### src/design/acr_pkg.sv
package acr_pkg;

	// ------------------------------------------------------------
	// Register indices (byte address is four times the index)
	// ------------------------------------------------------------
	localparam logic [5:0] ACR_IDX_CTRL_MAIN  = 6'h00;
	localparam logic [5:0] ACR_IDX_CTRL_ACC   = 6'h01;
	localparam logic [5:0] ACR_IDX_CTRL_REFCK = 6'h02;
	localparam logic [5:0] ACR_IDX_CTRL_DLY   = 6'h03;
	localparam logic [5:0] ACR_IDX_CTRL_WIN   = 6'h04;
	localparam logic [5:0] ACR_IDX_SAMP_LEN   = 6'h05;
	localparam logic [5:0] ACR_IDX_IN_SEL     = 6'h06;
	localparam logic [5:0] ACR_IDX_COMMAND    = 6'h08;
	localparam logic [5:0] ACR_IDX_EVT_CTRL   = 6'h09;
	localparam logic [5:0] ACR_IDX_INT_EN     = 6'h0a;
	localparam logic [5:0] ACR_IDX_INT_FLAG   = 6'h0b;
	localparam logic [5:0] ACR_IDX_DBG_CTRL   = 6'h0c;
	localparam logic [5:0] ACR_IDX_STAGING    = 6'h0d;
	localparam logic [5:0] ACR_IDX_RESULT_LO  = 6'h10;
	localparam logic [5:0] ACR_IDX_RESULT_HI  = 6'h11;
	localparam logic [5:0] ACR_IDX_WLOW_LO    = 6'h12;
	localparam logic [5:0] ACR_IDX_WLOW_HI    = 6'h13;
	localparam logic [5:0] ACR_IDX_WHIGH_LO   = 6'h14;
	localparam logic [5:0] ACR_IDX_WHIGH_HI   = 6'h15;
	localparam logic [5:0] ACR_IDX_TUNING     = 6'h16;

	// ------------------------------------------------------------
	// Field positions, masks and reset values
	// ------------------------------------------------------------
	localparam int unsigned ACR_BIT_ENABLE   = 0;
	localparam int unsigned ACR_BIT_CONT     = 1;
	localparam int unsigned ACR_BIT_DEPTH    = 2;
	localparam int unsigned ACR_BIT_STBY_RUN = 7;
	localparam int unsigned ACR_BIT_CAP      = 6;
	localparam int unsigned ACR_BIT_DONE     = 0;
	localparam int unsigned ACR_BIT_WIN      = 1;
	localparam logic [7:0] ACR_MASK_MAIN  = 8'h87;
	localparam logic [7:0] ACR_MASK_REFCK = 8'h77;
	localparam logic [7:0] ACR_RESET_BYTE = 8'h00;
	localparam logic [15:0] ACR_RESET_WORD = 16'h0000;

	// Converter widths and counts.
	localparam int unsigned ACR_RAW_W   = 10;
	localparam int unsigned ACR_DIV_W   = 8;
	localparam logic [8:0]  ACR_DLY_BASE = 9'h010;
	localparam logic [2:0]  ACR_ACC_MAX  = 3'h6;
	localparam logic [2:0]  ACR_DLY_MAX  = 3'h5;

	// ------------------------------------------------------------
	// Window compare modes and sequencer states
	// ------------------------------------------------------------
	localparam logic [2:0] ACR_WIN_NONE    = 3'h0;
	localparam logic [2:0] ACR_WIN_BELOW   = 3'h1;
	localparam logic [2:0] ACR_WIN_ABOVE   = 3'h2;
	localparam logic [2:0] ACR_WIN_INSIDE  = 3'h3;
	localparam logic [2:0] ACR_WIN_OUTSIDE = 3'h4;

	typedef enum logic [3:0] {
		ACR_ST_IDLE   = 4'b0001,
		ACR_ST_INIT   = 4'b0010,
		ACR_ST_SAMPLE = 4'b0100,
		ACR_ST_DONE   = 4'b1000
	} acr_state_type;

	// Settings handed to the analog front end.
	typedef struct packed {
		logic       sample_req;
		logic [4:0] channel;
		logic [1:0] reference_select;
		logic       sample_cap_select;
		logic [4:0] sample_len;
		logic [3:0] sample_delay;
	} acr_analog_type;

endpackage

### src/design/acr_adc_control.sv
`timescale 1ns/10ps
`default_nettype none

// What this block does
// RQ1: Conversions run only while the enable bit is 1; disabled starts nothing.
// RQ2: Standby-run bit 7 decides whether conversion continues during standby sleep.
// RQ3: Depth select 0 keeps the full ten-bit sample.
// RQ4: Depth select 1 drops two low bits, keeping eight upper bits.
// RQ5: Software sets continuous mode, then writes the trigger to start.
// RQ6: Continuous mode restarts a new conversion right after each completes.
// RQ7: Every completed conversion sets the conversion-done flag.
// RQ8: Accumulation count sums 1, 2, 4 up to 64 samples; code 7 reserved.
// RQ9: Reference select 0 is internal, 1 is supply; others reserved.
// RQ10: Converter clock is the peripheral clock divided by 2 to 256.
// RQ11: Capacitance bit 6 selects the reduced sampling capacitor when set.
// RQ12: The 16-bit result reads as low byte at 0x10, high byte next.
// RQ13: Trigger bit reads 1 while converting and clears itself when done; in continuous mode the code keeps it at 1.
// RQ14: Startup delay of 0 to 256 converter clocks precedes the first sample.
// RQ15: Window mode raises the window flag below, above, inside or outside.
// RQ16: Interrupt stays asserted while a flag and its enable are set.
// RQ17: Reserved control bits read zero; reserved accumulation code is avoided.
// RQ18: Sixteen-bit registers move through the staging byte atomically.
module acr_adc_control
	import acr_pkg::*;
(
	// Clock, reset and clock enable.
	input  wire logic                 core_clk_in,
	input  wire logic                 rstn_in,
	input  wire logic                 clk_en_in,
	// Wishbone slave.
	input  wire logic                 wb_cyc_in,
	input  wire logic                 wb_stb_in,
	input  wire logic                 wb_we_in,
	input  wire logic [7:0]           wb_adr_in,
	input  wire logic [3:0]           wb_sel_in,
	input  wire logic [31:0]          wb_dat_in,
	output logic      [31:0]          wb_dat_out,
	output logic                      wb_ack_out,
	// System state and start event.
	input  wire logic                 standby_in,
	input  wire logic                 debug_halt_in,
	input  wire logic                 start_event_in,
	// Analog front end.
	input  wire logic                 sample_valid_in,
	input  wire logic [ACR_RAW_W-1:0] sample_data_in,
	output acr_analog_type            analog_out,
	output logic                      converter_clk_out,
	// Interrupt.
	output logic                      irq_out
);

	// ------------------------------------------------------------
	// Helper functions
	// ------------------------------------------------------------

	// Number of samples summed into one conversion.
	function automatic logic [6:0] acr_sample_total(input logic [2:0] code);
		logic [6:0] total;
		total = 7'h01;
		if (code <= ACR_ACC_MAX) begin
			total = 7'(7'h01 << code); // RQ8
		end
		return total;
	endfunction

	// Startup delay in converter clock ticks.
	function automatic logic [8:0] acr_delay_ticks(input logic [2:0] code);
		logic [8:0] ticks;
		ticks = 9'h000;
		if (code != 3'h0 && code <= ACR_DLY_MAX) begin
			ticks = 9'(ACR_DLY_BASE << (code - 3'h1)); // RQ14
		end
		return ticks;
	endfunction

	// Sample as it enters the accumulator.
	function automatic logic [15:0] acr_depth(input logic [ACR_RAW_W-1:0] raw, input logic eight);
		logic [15:0] value;
		value = 16'(raw); // RQ3
		if (eight) begin
			value = 16'(raw[ACR_RAW_W-1:2]); // RQ4
		end
		return value;
	endfunction

	// Window compare of a finished result.
	function automatic logic acr_window_hit(input logic [2:0] mode, input logic [15:0] value,
		input logic [15:0] low, input logic [15:0] high);
		logic hit;
		hit = 1'b0;
		unique case (mode) // RQ15
			ACR_WIN_BELOW:   hit = value < low;
			ACR_WIN_ABOVE:   hit = value > high;
			ACR_WIN_INSIDE:  hit = (value > low) && (value < high);
			ACR_WIN_OUTSIDE: hit = (value < low) || (value > high);
			default:         hit = 1'b0;
		endcase
		return hit;
	endfunction

	// ------------------------------------------------------------
	// Declarations
	// ------------------------------------------------------------
	logic [7:0]     ctrl_main;
	logic [2:0]     accumulation_count;
	logic [7:0]     ctrl_refck;
	logic [7:0]     ctrl_delay;
	logic [2:0]     window_compare_mode;
	logic [4:0]     sample_len;
	logic [4:0]     input_select;
	logic           event_start_en;
	logic [1:0]     interrupt_enable;
	logic [1:0]     interrupt_flag_reg;
	logic           debug_run;
	logic           duty_tuning;
	logic [7:0]     byte_staging;
	logic [15:0]    conversion_output;
	logic [15:0]    window_low_threshold;
	logic [15:0]    window_high_threshold;
	logic           conversion_trigger;
	logic           init_pending;
	logic           event_q;
	logic [ACR_DIV_W-1:0] div_cnt;
	logic [8:0]     dly_cnt;
	logic [6:0]     sample_cnt;
	logic [15:0]    accum;
	acr_state_type  state;
	acr_state_type  next_state;
	logic [7:0]     rd_byte;
	logic [7:0]     div_mask;
	logic [1:0]     flag_set;
	logic           acc_go;
	logic           wr_go;
	logic           rd_go;
	logic [5:0]     idx;
	logic [7:0]     wd;
	logic           enable;
	logic           run_ok;
	logic           tick;
	logic           start_req;
	logic           last_sample;

	// ------------------------------------------------------------
	// Bus decode
	// ------------------------------------------------------------

	// A request is taken in the cycle before the acknowledge.
	assign acc_go = wb_cyc_in & wb_stb_in & ~wb_ack_out;
	assign wr_go  = acc_go & wb_we_in & wb_sel_in[0];
	assign rd_go  = acc_go & ~wb_we_in;
	assign idx    = wb_adr_in[7:2];
	assign wd     = wb_dat_in[7:0];
	assign enable = ctrl_main[ACR_BIT_ENABLE];

	// Sequencer may advance only when not held by standby or debug halt.
	assign run_ok = enable
		& ~(standby_in & ~ctrl_main[ACR_BIT_STBY_RUN]) // RQ2
		& ~(debug_halt_in & ~debug_run);

	// Software or event start; ignored while disabled.
	assign start_req = enable & ((wr_go & (idx == ACR_IDX_COMMAND) & wd[0]) // RQ5
		| (event_start_en & start_event_in & ~event_q)) ; // RQ1

	// Converter clock tick from the power-of-two prescaler.
	assign div_mask = 8'((9'h002 << ctrl_refck[2:0]) - 9'h001); // RQ10
	assign tick     = (div_cnt & div_mask) == div_mask;

	assign last_sample = (sample_cnt + 7'h01) == acr_sample_total(accumulation_count);

	// Hardware flag events of the finishing cycle.
	assign flag_set[ACR_BIT_DONE] = state == ACR_ST_DONE; // RQ7
	assign flag_set[ACR_BIT_WIN]  = (state == ACR_ST_DONE)
		& acr_window_hit(window_compare_mode, accum, window_low_threshold, window_high_threshold);

	// ------------------------------------------------------------
	// Read multiplexer
	// ------------------------------------------------------------

	// Reserved bits and unmapped indices read as zero.
	always_comb begin
		rd_byte = ACR_RESET_BYTE;
		unique case (idx)
			ACR_IDX_CTRL_MAIN:  rd_byte = ctrl_main; // RQ17
			ACR_IDX_CTRL_ACC:   rd_byte = {5'h00, accumulation_count};
			ACR_IDX_CTRL_REFCK: rd_byte = ctrl_refck;
			ACR_IDX_CTRL_DLY:   rd_byte = ctrl_delay;
			ACR_IDX_CTRL_WIN:   rd_byte = {5'h00, window_compare_mode};
			ACR_IDX_SAMP_LEN:   rd_byte = {3'h0, sample_len};
			ACR_IDX_IN_SEL:     rd_byte = {3'h0, input_select};
			ACR_IDX_COMMAND:    rd_byte = {7'h00, conversion_trigger}; // RQ13
			ACR_IDX_EVT_CTRL:   rd_byte = {7'h00, event_start_en};
			ACR_IDX_INT_EN:     rd_byte = {6'h00, interrupt_enable};
			ACR_IDX_INT_FLAG:   rd_byte = {6'h00, interrupt_flag_reg};
			ACR_IDX_DBG_CTRL:   rd_byte = {7'h00, debug_run};
			ACR_IDX_STAGING:    rd_byte = byte_staging;
			ACR_IDX_RESULT_LO:  rd_byte = conversion_output[7:0]; // RQ12
			ACR_IDX_RESULT_HI:  rd_byte = byte_staging; // RQ18
			ACR_IDX_WLOW_LO:    rd_byte = window_low_threshold[7:0];
			ACR_IDX_WLOW_HI:    rd_byte = byte_staging;
			ACR_IDX_WHIGH_LO:   rd_byte = window_high_threshold[7:0];
			ACR_IDX_WHIGH_HI:   rd_byte = byte_staging;
			ACR_IDX_TUNING:     rd_byte = {7'h00, duty_tuning};
			default:            rd_byte = ACR_RESET_BYTE;
		endcase
	end

	// ------------------------------------------------------------
	// Bus answer
	// ------------------------------------------------------------

	// Every access, mapped or not, is acknowledged one cycle after it is taken.
	always_ff @(posedge core_clk_in or negedge rstn_in) begin
		if (!rstn_in) begin
			wb_ack_out <= 1'b0;
			wb_dat_out <= 32'h0000_0000;
		end else if (clk_en_in) begin
			wb_ack_out <= acc_go;
			if (rd_go) begin
				wb_dat_out <= {24'h00_0000, rd_byte};
			end
		end
	end

	// ------------------------------------------------------------
	// Configuration registers
	// ------------------------------------------------------------

	// Plain software-written fields; reserved bits are masked on write.
	always_ff @(posedge core_clk_in or negedge rstn_in) begin
		if (!rstn_in) begin
			ctrl_main           <= ACR_RESET_BYTE;
			accumulation_count  <= 3'h0;
			ctrl_refck          <= ACR_RESET_BYTE;
			ctrl_delay          <= ACR_RESET_BYTE;
			window_compare_mode <= ACR_WIN_NONE;
			sample_len          <= 5'h00;
			input_select        <= 5'h00;
			event_start_en      <= 1'b0;
			interrupt_enable    <= 2'h0;
			debug_run           <= 1'b0;
			duty_tuning         <= 1'b0;
		end else if (clk_en_in && wr_go) begin
			unique case (idx)
				ACR_IDX_CTRL_MAIN:  ctrl_main <= wd & ACR_MASK_MAIN; // RQ17
				ACR_IDX_CTRL_ACC:   accumulation_count <= wd[2:0];
				ACR_IDX_CTRL_REFCK: ctrl_refck <= wd & ACR_MASK_REFCK; // RQ9 RQ11
				ACR_IDX_CTRL_DLY:   ctrl_delay <= wd;
				ACR_IDX_CTRL_WIN:   window_compare_mode <= wd[2:0];
				ACR_IDX_SAMP_LEN:   sample_len <= wd[4:0];
				ACR_IDX_IN_SEL:     input_select <= wd[4:0];
				ACR_IDX_EVT_CTRL:   event_start_en <= wd[0];
				ACR_IDX_INT_EN:     interrupt_enable <= wd[1:0];
				ACR_IDX_DBG_CTRL:   debug_run <= wd[0];
				ACR_IDX_TUNING:     duty_tuning <= wd[0];
				default:            ;
			endcase
		end
	end

	// ------------------------------------------------------------
	// Staging byte and window thresholds
	// ------------------------------------------------------------

	// Low-byte reads park the high byte; high-byte writes join the parked low byte.
	always_ff @(posedge core_clk_in or negedge rstn_in) begin
		if (!rstn_in) begin
			byte_staging          <= ACR_RESET_BYTE;
			window_low_threshold  <= ACR_RESET_WORD;
			window_high_threshold <= ACR_RESET_WORD;
		end else if (clk_en_in) begin
			if (rd_go) begin
				unique case (idx) // RQ18
					ACR_IDX_RESULT_LO: byte_staging <= conversion_output[15:8];
					ACR_IDX_WLOW_LO:   byte_staging <= window_low_threshold[15:8];
					ACR_IDX_WHIGH_LO:  byte_staging <= window_high_threshold[15:8];
					default:           ;
				endcase
			end else if (wr_go) begin
				unique case (idx) // RQ18
					ACR_IDX_STAGING:  byte_staging <= wd;
					ACR_IDX_WLOW_LO:  byte_staging <= wd;
					ACR_IDX_WHIGH_LO: byte_staging <= wd;
					ACR_IDX_WLOW_HI:  window_low_threshold <= {wd, byte_staging};
					ACR_IDX_WHIGH_HI: window_high_threshold <= {wd, byte_staging};
					default:          ;
				endcase
			end
		end
	end

	// ------------------------------------------------------------
	// Interrupt flags
	// ------------------------------------------------------------

	// A read of the flag register clears it; a same-cycle event still sets.
	always_ff @(posedge core_clk_in or negedge rstn_in) begin
		if (!rstn_in) begin
			interrupt_flag_reg <= 2'h0;
		end else if (clk_en_in) begin
			if (rd_go && idx == ACR_IDX_INT_FLAG) begin
				interrupt_flag_reg <= flag_set; // RQ7
			end else begin
				interrupt_flag_reg <= interrupt_flag_reg | flag_set; // RQ16
			end
		end
	end

	// Level request while any enabled flag stands.
	always_ff @(posedge core_clk_in or negedge rstn_in) begin
		if (!rstn_in) begin
			irq_out <= 1'b0;
		end else if (clk_en_in) begin
			irq_out <= |(interrupt_flag_reg & interrupt_enable); // RQ16
		end
	end

	// ------------------------------------------------------------
	// Converter clock prescaler
	// ------------------------------------------------------------

	// Free-running divider while run_ok is high; its selected bit is the converter clock.
	always_ff @(posedge core_clk_in or negedge rstn_in) begin
		if (!rstn_in) begin
			div_cnt           <= '0;
			converter_clk_out <= 1'b0;
		end else if (clk_en_in) begin
			if (run_ok) begin
				div_cnt <= div_cnt + 1'b1;
			end else begin
				div_cnt <= '0;
			end
			converter_clk_out <= run_ok & div_cnt[ctrl_refck[2:0]]; // RQ10
		end
	end

	// ------------------------------------------------------------
	// Sequencer
	// ------------------------------------------------------------

	// Next state of the conversion sequencer.
	always_comb begin
		next_state = state;
		unique case (state)
			ACR_ST_IDLE: begin
				if (conversion_trigger && run_ok) begin
					if (init_pending && acr_delay_ticks(ctrl_delay[7:5]) != 9'h000) begin
						next_state = ACR_ST_INIT; // RQ14
					end else begin
						next_state = ACR_ST_SAMPLE;
					end
				end
			end
			ACR_ST_INIT: begin
				if (run_ok && tick && dly_cnt == 9'h001) begin
					next_state = ACR_ST_SAMPLE;
				end
			end
			ACR_ST_SAMPLE: begin
				if (run_ok && sample_valid_in && last_sample) begin
					next_state = ACR_ST_DONE; // RQ8
				end
			end
			ACR_ST_DONE: begin
				if (ctrl_main[ACR_BIT_CONT]) begin
					next_state = ACR_ST_SAMPLE; // RQ6
				end else begin
					next_state = ACR_ST_IDLE;
				end
			end
			default: next_state = ACR_ST_IDLE;
		endcase
		if (!enable) begin
			next_state = ACR_ST_IDLE; // RQ1
		end
	end

	// State register; a standby or debug hold freezes it in place.
	always_ff @(posedge core_clk_in or negedge rstn_in) begin
		if (!rstn_in) begin
			state <= ACR_ST_IDLE;
		end else if (clk_en_in && (run_ok || !enable)) begin
			state <= next_state; // RQ2
		end
	end

	// Trigger bit: set by a start, cleared at completion unless continuous.
	always_ff @(posedge core_clk_in or negedge rstn_in) begin
		if (!rstn_in) begin
			conversion_trigger <= 1'b0;
		end else if (clk_en_in) begin
			if (!enable) begin
				conversion_trigger <= 1'b0; // RQ1
			end else if (start_req) begin
				conversion_trigger <= 1'b1; // RQ13
			end else if (state == ACR_ST_DONE && !ctrl_main[ACR_BIT_CONT]) begin
				conversion_trigger <= 1'b0; // RQ13
			end
		end
	end

	// Start event edge detect and the first-conversion delay marker.
	always_ff @(posedge core_clk_in or negedge rstn_in) begin
		if (!rstn_in) begin
			event_q      <= 1'b0;
			init_pending <= 1'b1;
		end else if (clk_en_in) begin
			event_q <= start_event_in;
			if (!enable) begin
				init_pending <= 1'b1;
			end else if (state == ACR_ST_IDLE && next_state != ACR_ST_IDLE) begin
				init_pending <= 1'b0;
			end
		end
	end

	// Startup delay counter in converter clock ticks.
	always_ff @(posedge core_clk_in or negedge rstn_in) begin
		if (!rstn_in) begin
			dly_cnt <= 9'h000;
		end else if (clk_en_in) begin
			if (state == ACR_ST_IDLE) begin
				dly_cnt <= acr_delay_ticks(ctrl_delay[7:5]); // RQ14
			end else if (state == ACR_ST_INIT && run_ok && tick) begin
				dly_cnt <= dly_cnt - 9'h001;
			end
		end
	end

	// Accumulator and sample counter; cleared before each conversion.
	always_ff @(posedge core_clk_in or negedge rstn_in) begin
		if (!rstn_in) begin
			accum      <= ACR_RESET_WORD;
			sample_cnt <= 7'h00;
		end else if (clk_en_in) begin
			if (state != ACR_ST_SAMPLE) begin
				if (state == ACR_ST_DONE || state == ACR_ST_IDLE) begin
					accum      <= ACR_RESET_WORD;
					sample_cnt <= 7'h00;
				end
			end else if (run_ok && sample_valid_in) begin
				accum      <= accum + acr_depth(sample_data_in, ctrl_main[ACR_BIT_DEPTH]); // RQ3 RQ4 RQ8
				sample_cnt <= sample_cnt + 7'h01;
			end
		end
	end

	// Result register takes the finished sum.
	always_ff @(posedge core_clk_in or negedge rstn_in) begin
		if (!rstn_in) begin
			conversion_output <= ACR_RESET_WORD;
		end else if (clk_en_in && state == ACR_ST_DONE) begin
			conversion_output <= accum; // RQ12
		end
	end

	// Settings and sample request registered toward the front end.
	always_ff @(posedge core_clk_in or negedge rstn_in) begin
		if (!rstn_in) begin
			analog_out <= '0;
		end else if (clk_en_in) begin
			analog_out.sample_req        <= (next_state == ACR_ST_SAMPLE) && run_ok;
			analog_out.channel           <= input_select;
			analog_out.reference_select  <= ctrl_refck[5:4]; // RQ9
			analog_out.sample_cap_select <= ctrl_refck[ACR_BIT_CAP]; // RQ11
			analog_out.sample_len        <= sample_len;
			analog_out.sample_delay      <= ctrl_delay[3:0];
		end
	end

endmodule

`default_nettype wire

### config.mk
export PLATFORM = sky130hd
export DESIGN_NAME = acr_adc_control
export DESIGN_NICKNAME = d
export VERILOG_FILES = /design/src/design/acr_pkg.sv /design/src/design/acr_adc_control.sv
export SDC_FILE = /design/constraint.sdc
export NUM_CORES = 1
export LEC_CHECK = 0
export BUFFER_PORTS_ARGS = -buffer_cell sky130_fd_sc_hd__buf_2
export CAP_MARGIN = 20
export CORE_ASPECT_RATIO = 0.6
export CORE_UTILIZATION = 55
export DETAILED_ROUTE_END_ITERATION = 8
export PLACE_DENSITY = 0.79
export SYNTH_ARGS = -nofsm -noshare
export SYNTH_HDL_FRONTEND = slang
export SYNTH_SLANG_ARGS = --single-unit
### constraint.sdc
create_clock -name core_clk_in -period 6 [get_ports core_clk_in]
set_input_delay 1.5 -clock core_clk_in [delete_from_list [all_inputs] [get_ports core_clk_in]]
set_output_delay 1.5 -clock core_clk_in [all_outputs]
set_load 0.03 [all_outputs]
==> Flow_metrics.wiki <==
{| class="wikitable"
! Metric !! Value
|-
| Run status || finished clean
|-
| Final worst path period need || 3.90 ns
|-
| Final std cell area, no fill || 11100 µm²
|-
| Power per unit of standard cell area || 229 nW/µm²
|-
| Reg area || 4330 µm²
|-
| Maximum clock skew at final layout || 0.0116 ns
|-
| Mapped cell area || 10100 µm²
|-
| Routability-driven placement congestion ratio || approximately 0.96
|-
| Worst path cell trace || buf_2 > nand2b_1 > nor2_2 > buf_4 > nor2_2 > a21oi_2 > a211oi_2 > mux2_2
|-
| Maximum fanout count along the critical path || 22
|-
| Gr usage total || 28.7%
|-
| Ys flop type || sky130_fd_sc_hd__dfrtp_1
|-
| Row cnt || 37
|-
| Max-slew violation count || 0
|-
| Cells after Synth || approximately 1.0k
|-
| Number of flip-flops and latches in the synthesized netlist || 173
|-
| Number of gates given a new drive strength after cts || 0
|-
| Path type of the worst min-delay path || reg2reg
|-
| Die span in x || 177 µm
|-
| Warnings from Yosys || 0
|-
| Fraction of final layout cells with drive strength greater than 1 || 21.2%
|-
| Post-route clock period utilization || 65.1%
|-
| Endpoint kind of the worst setup timing path || flip-flop
|-
| Flip-flop count of the largest register after layout || 18
|-
| TritonCTS clock tree || built
|-
| Vias in the first global route || between 7k and 8k
|-
| Clock transition time at the flip-flop clock pins of the worst setup and hold paths || 0.06 ns
|-
| Top cell type's share of synthesized area || between 40% and 50%
|-
| IR Drop Worst-Case VDD || 184 µV
|-
| Core occupancy in the finished layout || a little over three fifths
|-
| Max frequency || 256 MHz
|-
| Leakage || 5.27 nW
|-
| Worst Hold Slack || 0.491 ns
|-
| Count of input and output buffers || 63
|-
| Dominant cell type by area after synthesis || sky130_fd_sc_hd__dfrtp_1
|-
| # IOs || 117
|-
| Std-Cell Core Area || 17500 µm²
|-
| Maximum number of pins on one net before global-route repair || 107
|-
| Initial antenna violation count || 0
|-
| Worst-case clock buffer depth || 2
|-
| Number of DRC violations after detailed routing || 0
|-
| Detail-routed via count per cell || 6.21
|-
| Area contributors post-synth || sky130_fd_sc_hd__dfrtp_1, sky130_fd_sc_hd__mux2_2, sky130_fd_sc_hd__ha_1
|-
| Layout area overhead || 10.1%
|-
| Drt first-iter violations || just over 900
|-
| Number of distinct library cell variants in the gate-level netlist after synthesis || 80
|-
| Iteration count of the initial detailed-routing pass || 7
|-
| Signal arrival time at the worst endpoint || approximately 4.2 ns
|-
| Number of hold violations in the final report || 0
|-
| Number of nets in the layout || approximately 1.2k
|-
| Max_slew headroom || about 29%
|-
| CTS Hold Bufs || 0
|-
| Effective utilization at floorplan || 57.5%
|-
| RSZ-0062 raised after global routing || false
|-
| Required time of the worst setup path || 6.31 ns
|-
| Clock tree root buffer cell || sky130_fd_sc_hd__clkbuf_16
|-
| Portion of the post-synthesis area used by sequential elements || 43.1%
|-
| Setup total negative slack || 0 ns
|-
| Placed insts || 1292
|-
| Count of buffers added by post-CTS timing repair for setup || 0
|-
| # setup viols final || 0
|-
| Transition time at the pin with the least slew margin || 1.06 ns
|-
| Slowest Stage Delay on Critical Path || 0.73 ns
|-
| Number of diodes added for antenna fixing || 0
|-
| Element type at the critical path start || input pin
|-
| Post-route ant nets || 0
|-
| Number of maximum-capacitance violations || 0
|-
| Buffers plus inverters on the worst setup path || 2
|-
| Area occupied by multi-input gates || around 5300 µm²
|-
| Detailed-route via count || 8228
|-
| Clk sink count || roughly 170
|-
| Overflow after GRT || 0
|-
| Largest register by flop count || analog_out
|-
| Startpoint-to-endpoint class of the critical path || in2reg
|-
| Category of cells accounting for the largest share of critical-path delay || simple AND/OR/NAND/NOR gates
|-
| Area of the die || roughly 19000 µm²
|-
| DRT Wirelength || 25.9 mm
|-
| Global-route wire length before repair || 41.2 mm
|-
| Non-filler instance count after layout || 1325
|-
| Die height || 107 µm
|-
| Critical-path cell with the highest stage delay || sky130_fd_sc_hd__a211oi_2
|-
| H-Tree Level Count || 4
|-
| HPWL after detailed placement || 18.9 mm
|-
| Mean post-synth cell area || around 9.7 µm²
|-
| Later-pin clock latency in the skew report || 0.44 ns
|-
| Top cell by count, worst path || sky130_fd_sc_hd__nor2_2
|-
| Number of enable-type register cells in the synthesized netlist || 0
|-
| Avg WL per Cell || 19.5 µm
|-
| Total placed instance area || about 10000 µm²
|-
| Share of flip-flops with an asynchronous set or reset after synthesis || 100%
|-
| TritonCTS buffer count || 17
|-
| Number of fill cells in the layout || 1477
|}
## kinds of logic after synthesis
| logic type | synth area share [%] |
|---|---|
| AO/OA/AOI/OAI | 14.9 |
| flip-flops | 43.1 |
| buffers and inverters | 5.75 |
| AND/OR/NAND/NOR | 16.7 |
| adder cells (fa/ha/maj) | 6.17 |
| XOR/XNOR | 1.65 |
| other | 0.0373 |
| multiplexers | 11.8 |
## report_power, final
| part | switching (mW) | internal (mW) | leakage (nW) | total (mW) |
|---|---|---|---|---|
| sequential | 0.0259 | 1.19 | 2.24 | 1.22 |
| combinational | 0.154 | 0.0639 | 2.76 | 0.218 |
| clock | 0.506 | 0.590 | 0.274 | 1.10 |
## final cells by class
| type | count | share of cell area [%] |
|---|---|---|
| Inverter | 49 | 1.66 |
| Clock buffer | 18 | 3.96 |
| Clock inverter | 14 | 1.20 |
| Tap cell | 234 | 2.64 |
| Sequential cell | 173 | 39.1 |
| Multi-Input combinational cell | 759 | 47.5 |
| Timing Repair Buffer | 78 | 3.98 |
## cell usage in the layout, fill, tap and decap left out, types with 4 or more instances in the layout
cell                        instances
sky130_fd_sc_hd__a31oi_1           14
sky130_fd_sc_hd__nor2b_1           13
sky130_fd_sc_hd__nand3_1           30
sky130_fd_sc_hd__nand2b_1           5
sky130_fd_sc_hd__dfrtp_1          171
sky130_fd_sc_hd__o22ai_1            6
sky130_fd_sc_hd__nand4_1           10
sky130_fd_sc_hd__a32oi_1            4
sky130_fd_sc_hd__a21o_1             9
sky130_fd_sc_hd__nand4b_1           8
sky130_fd_sc_hd__clkbuf_16         17
sky130_fd_sc_hd__mux2i_1            9
sky130_fd_sc_hd__xor2_1             9
sky130_fd_sc_hd__mux2_2            93
sky130_fd_sc_hd__a41oi_1            6
sky130_fd_sc_hd__conb_1            24
sky130_fd_sc_hd__xnor2_1           10
sky130_fd_sc_hd__a22oi_1           22
sky130_fd_sc_hd__nor3b_1            4
sky130_fd_sc_hd__a21oi_1           38
sky130_fd_sc_hd__o21ai_0           79
sky130_fd_sc_hd__inv_6              5
sky130_fd_sc_hd__nor2_1            58
sky130_fd_sc_hd__or2_2              5
sky130_fd_sc_hd__a211oi_1           5
sky130_fd_sc_hd__nor3_1            19
sky130_fd_sc_hd__o211ai_1           6
sky130_fd_sc_hd__ha_1              48
sky130_fd_sc_hd__nor4_1             7
sky130_fd_sc_hd__buf_2             62
sky130_fd_sc_hd__nor3_2             6
sky130_fd_sc_hd__buf_4             14
sky130_fd_sc_hd__inv_1             49
sky130_fd_sc_hd__a222oi_1           5
sky130_fd_sc_hd__nand2_1          128
## stage by stage
step	setup WS, ns	power (mW)
CTS	2.18	2.54
global route	2.06	2.61
global placement	1.79	1.45
detailed placement	1.73	1.46
floorplan	2.51	1.38
finish	2.10	2.53
## Yosys cell counts, types with 9 or more instances
master and n:
sky130_fd_sc_hd__buf_4 24, sky130_fd_sc_hd__nor3_1 21, sky130_fd_sc_hd__nor2_1 58, sky130_fd_sc_hd__a31oi_1 14, sky130_fd_sc_hd__mux2_2 93, sky130_fd_sc_hd__dfrtp_1 171, sky130_fd_sc_hd__a21o_1 9, sky130_fd_sc_hd__a21oi_1 38
sky130_fd_sc_hd__xnor2_1 10, sky130_fd_sc_hd__clkbuf_1 36, sky130_fd_sc_hd__o21ai_0 79, sky130_fd_sc_hd__nand2_1 128, sky130_fd_sc_hd__nor2b_1 13, sky130_fd_sc_hd__mux2i_1 9, sky130_fd_sc_hd__xor2_1 9, sky130_fd_sc_hd__ha_1 48
sky130_fd_sc_hd__nand4_1 10, sky130_fd_sc_hd__a22oi_1 22, sky130_fd_sc_hd__inv_1 49, sky130_fd_sc_hd__nand3_1 30
## metal layers
layer / track usage, % / up-vias / share of wire (%) / wire [µm]
li1: - / 3793 / - / -
met1: 45.3 / 3992 / 48 / 12500
met2: 38.9 / 417 / 40 / 10300
met3: 7.27 / 26 / 11 / 2720
met4: 5.73 / 0 / 1.2 / 313
met5: 0 / - / 0 / 0
## worst reg2reg max path: stages, from the launching register on
cell	delay [ns]
sky130_fd_sc_hd__dfrtp_1	0.68
sky130_fd_sc_hd__mux2_2	0.43
sky130_fd_sc_hd__ha_1	0.22
sky130_fd_sc_hd__fa_1	0.41
sky130_fd_sc_hd__a21o_1	0.19
sky130_fd_sc_hd__a21oi_1	0.26
sky130_fd_sc_hd__o21ai_0	0.18
sky130_fd_sc_hd__a41oi_1	0.35
sky130_fd_sc_hd__nand2_1	0.09
sky130_fd_sc_hd__a31oi_1	0.18
## final timing paths
path | from | to | slack (ns) | cells past startpoint
setup / recovery | wb_adr_in[2] | byte_staging[0] | 2.10 | 8
hold / removal | wb_dat_out[1] | wb_dat_out[1] | 0.49 | 2
setup reg to reg | ctrl_main[2] | accum[10] | 2.93 | 9
hold reg to reg | wb_dat_out[1] | wb_dat_out[1] | 0.49 | 2
max in group asynchronous | rstn_in | window_high_threshold[6] | 3.77 | 2
min in group asynchronous | rstn_in | byte_staging[4] | 1.15 | 1
No activity file was read; power rests on OpenSTA's default activity.
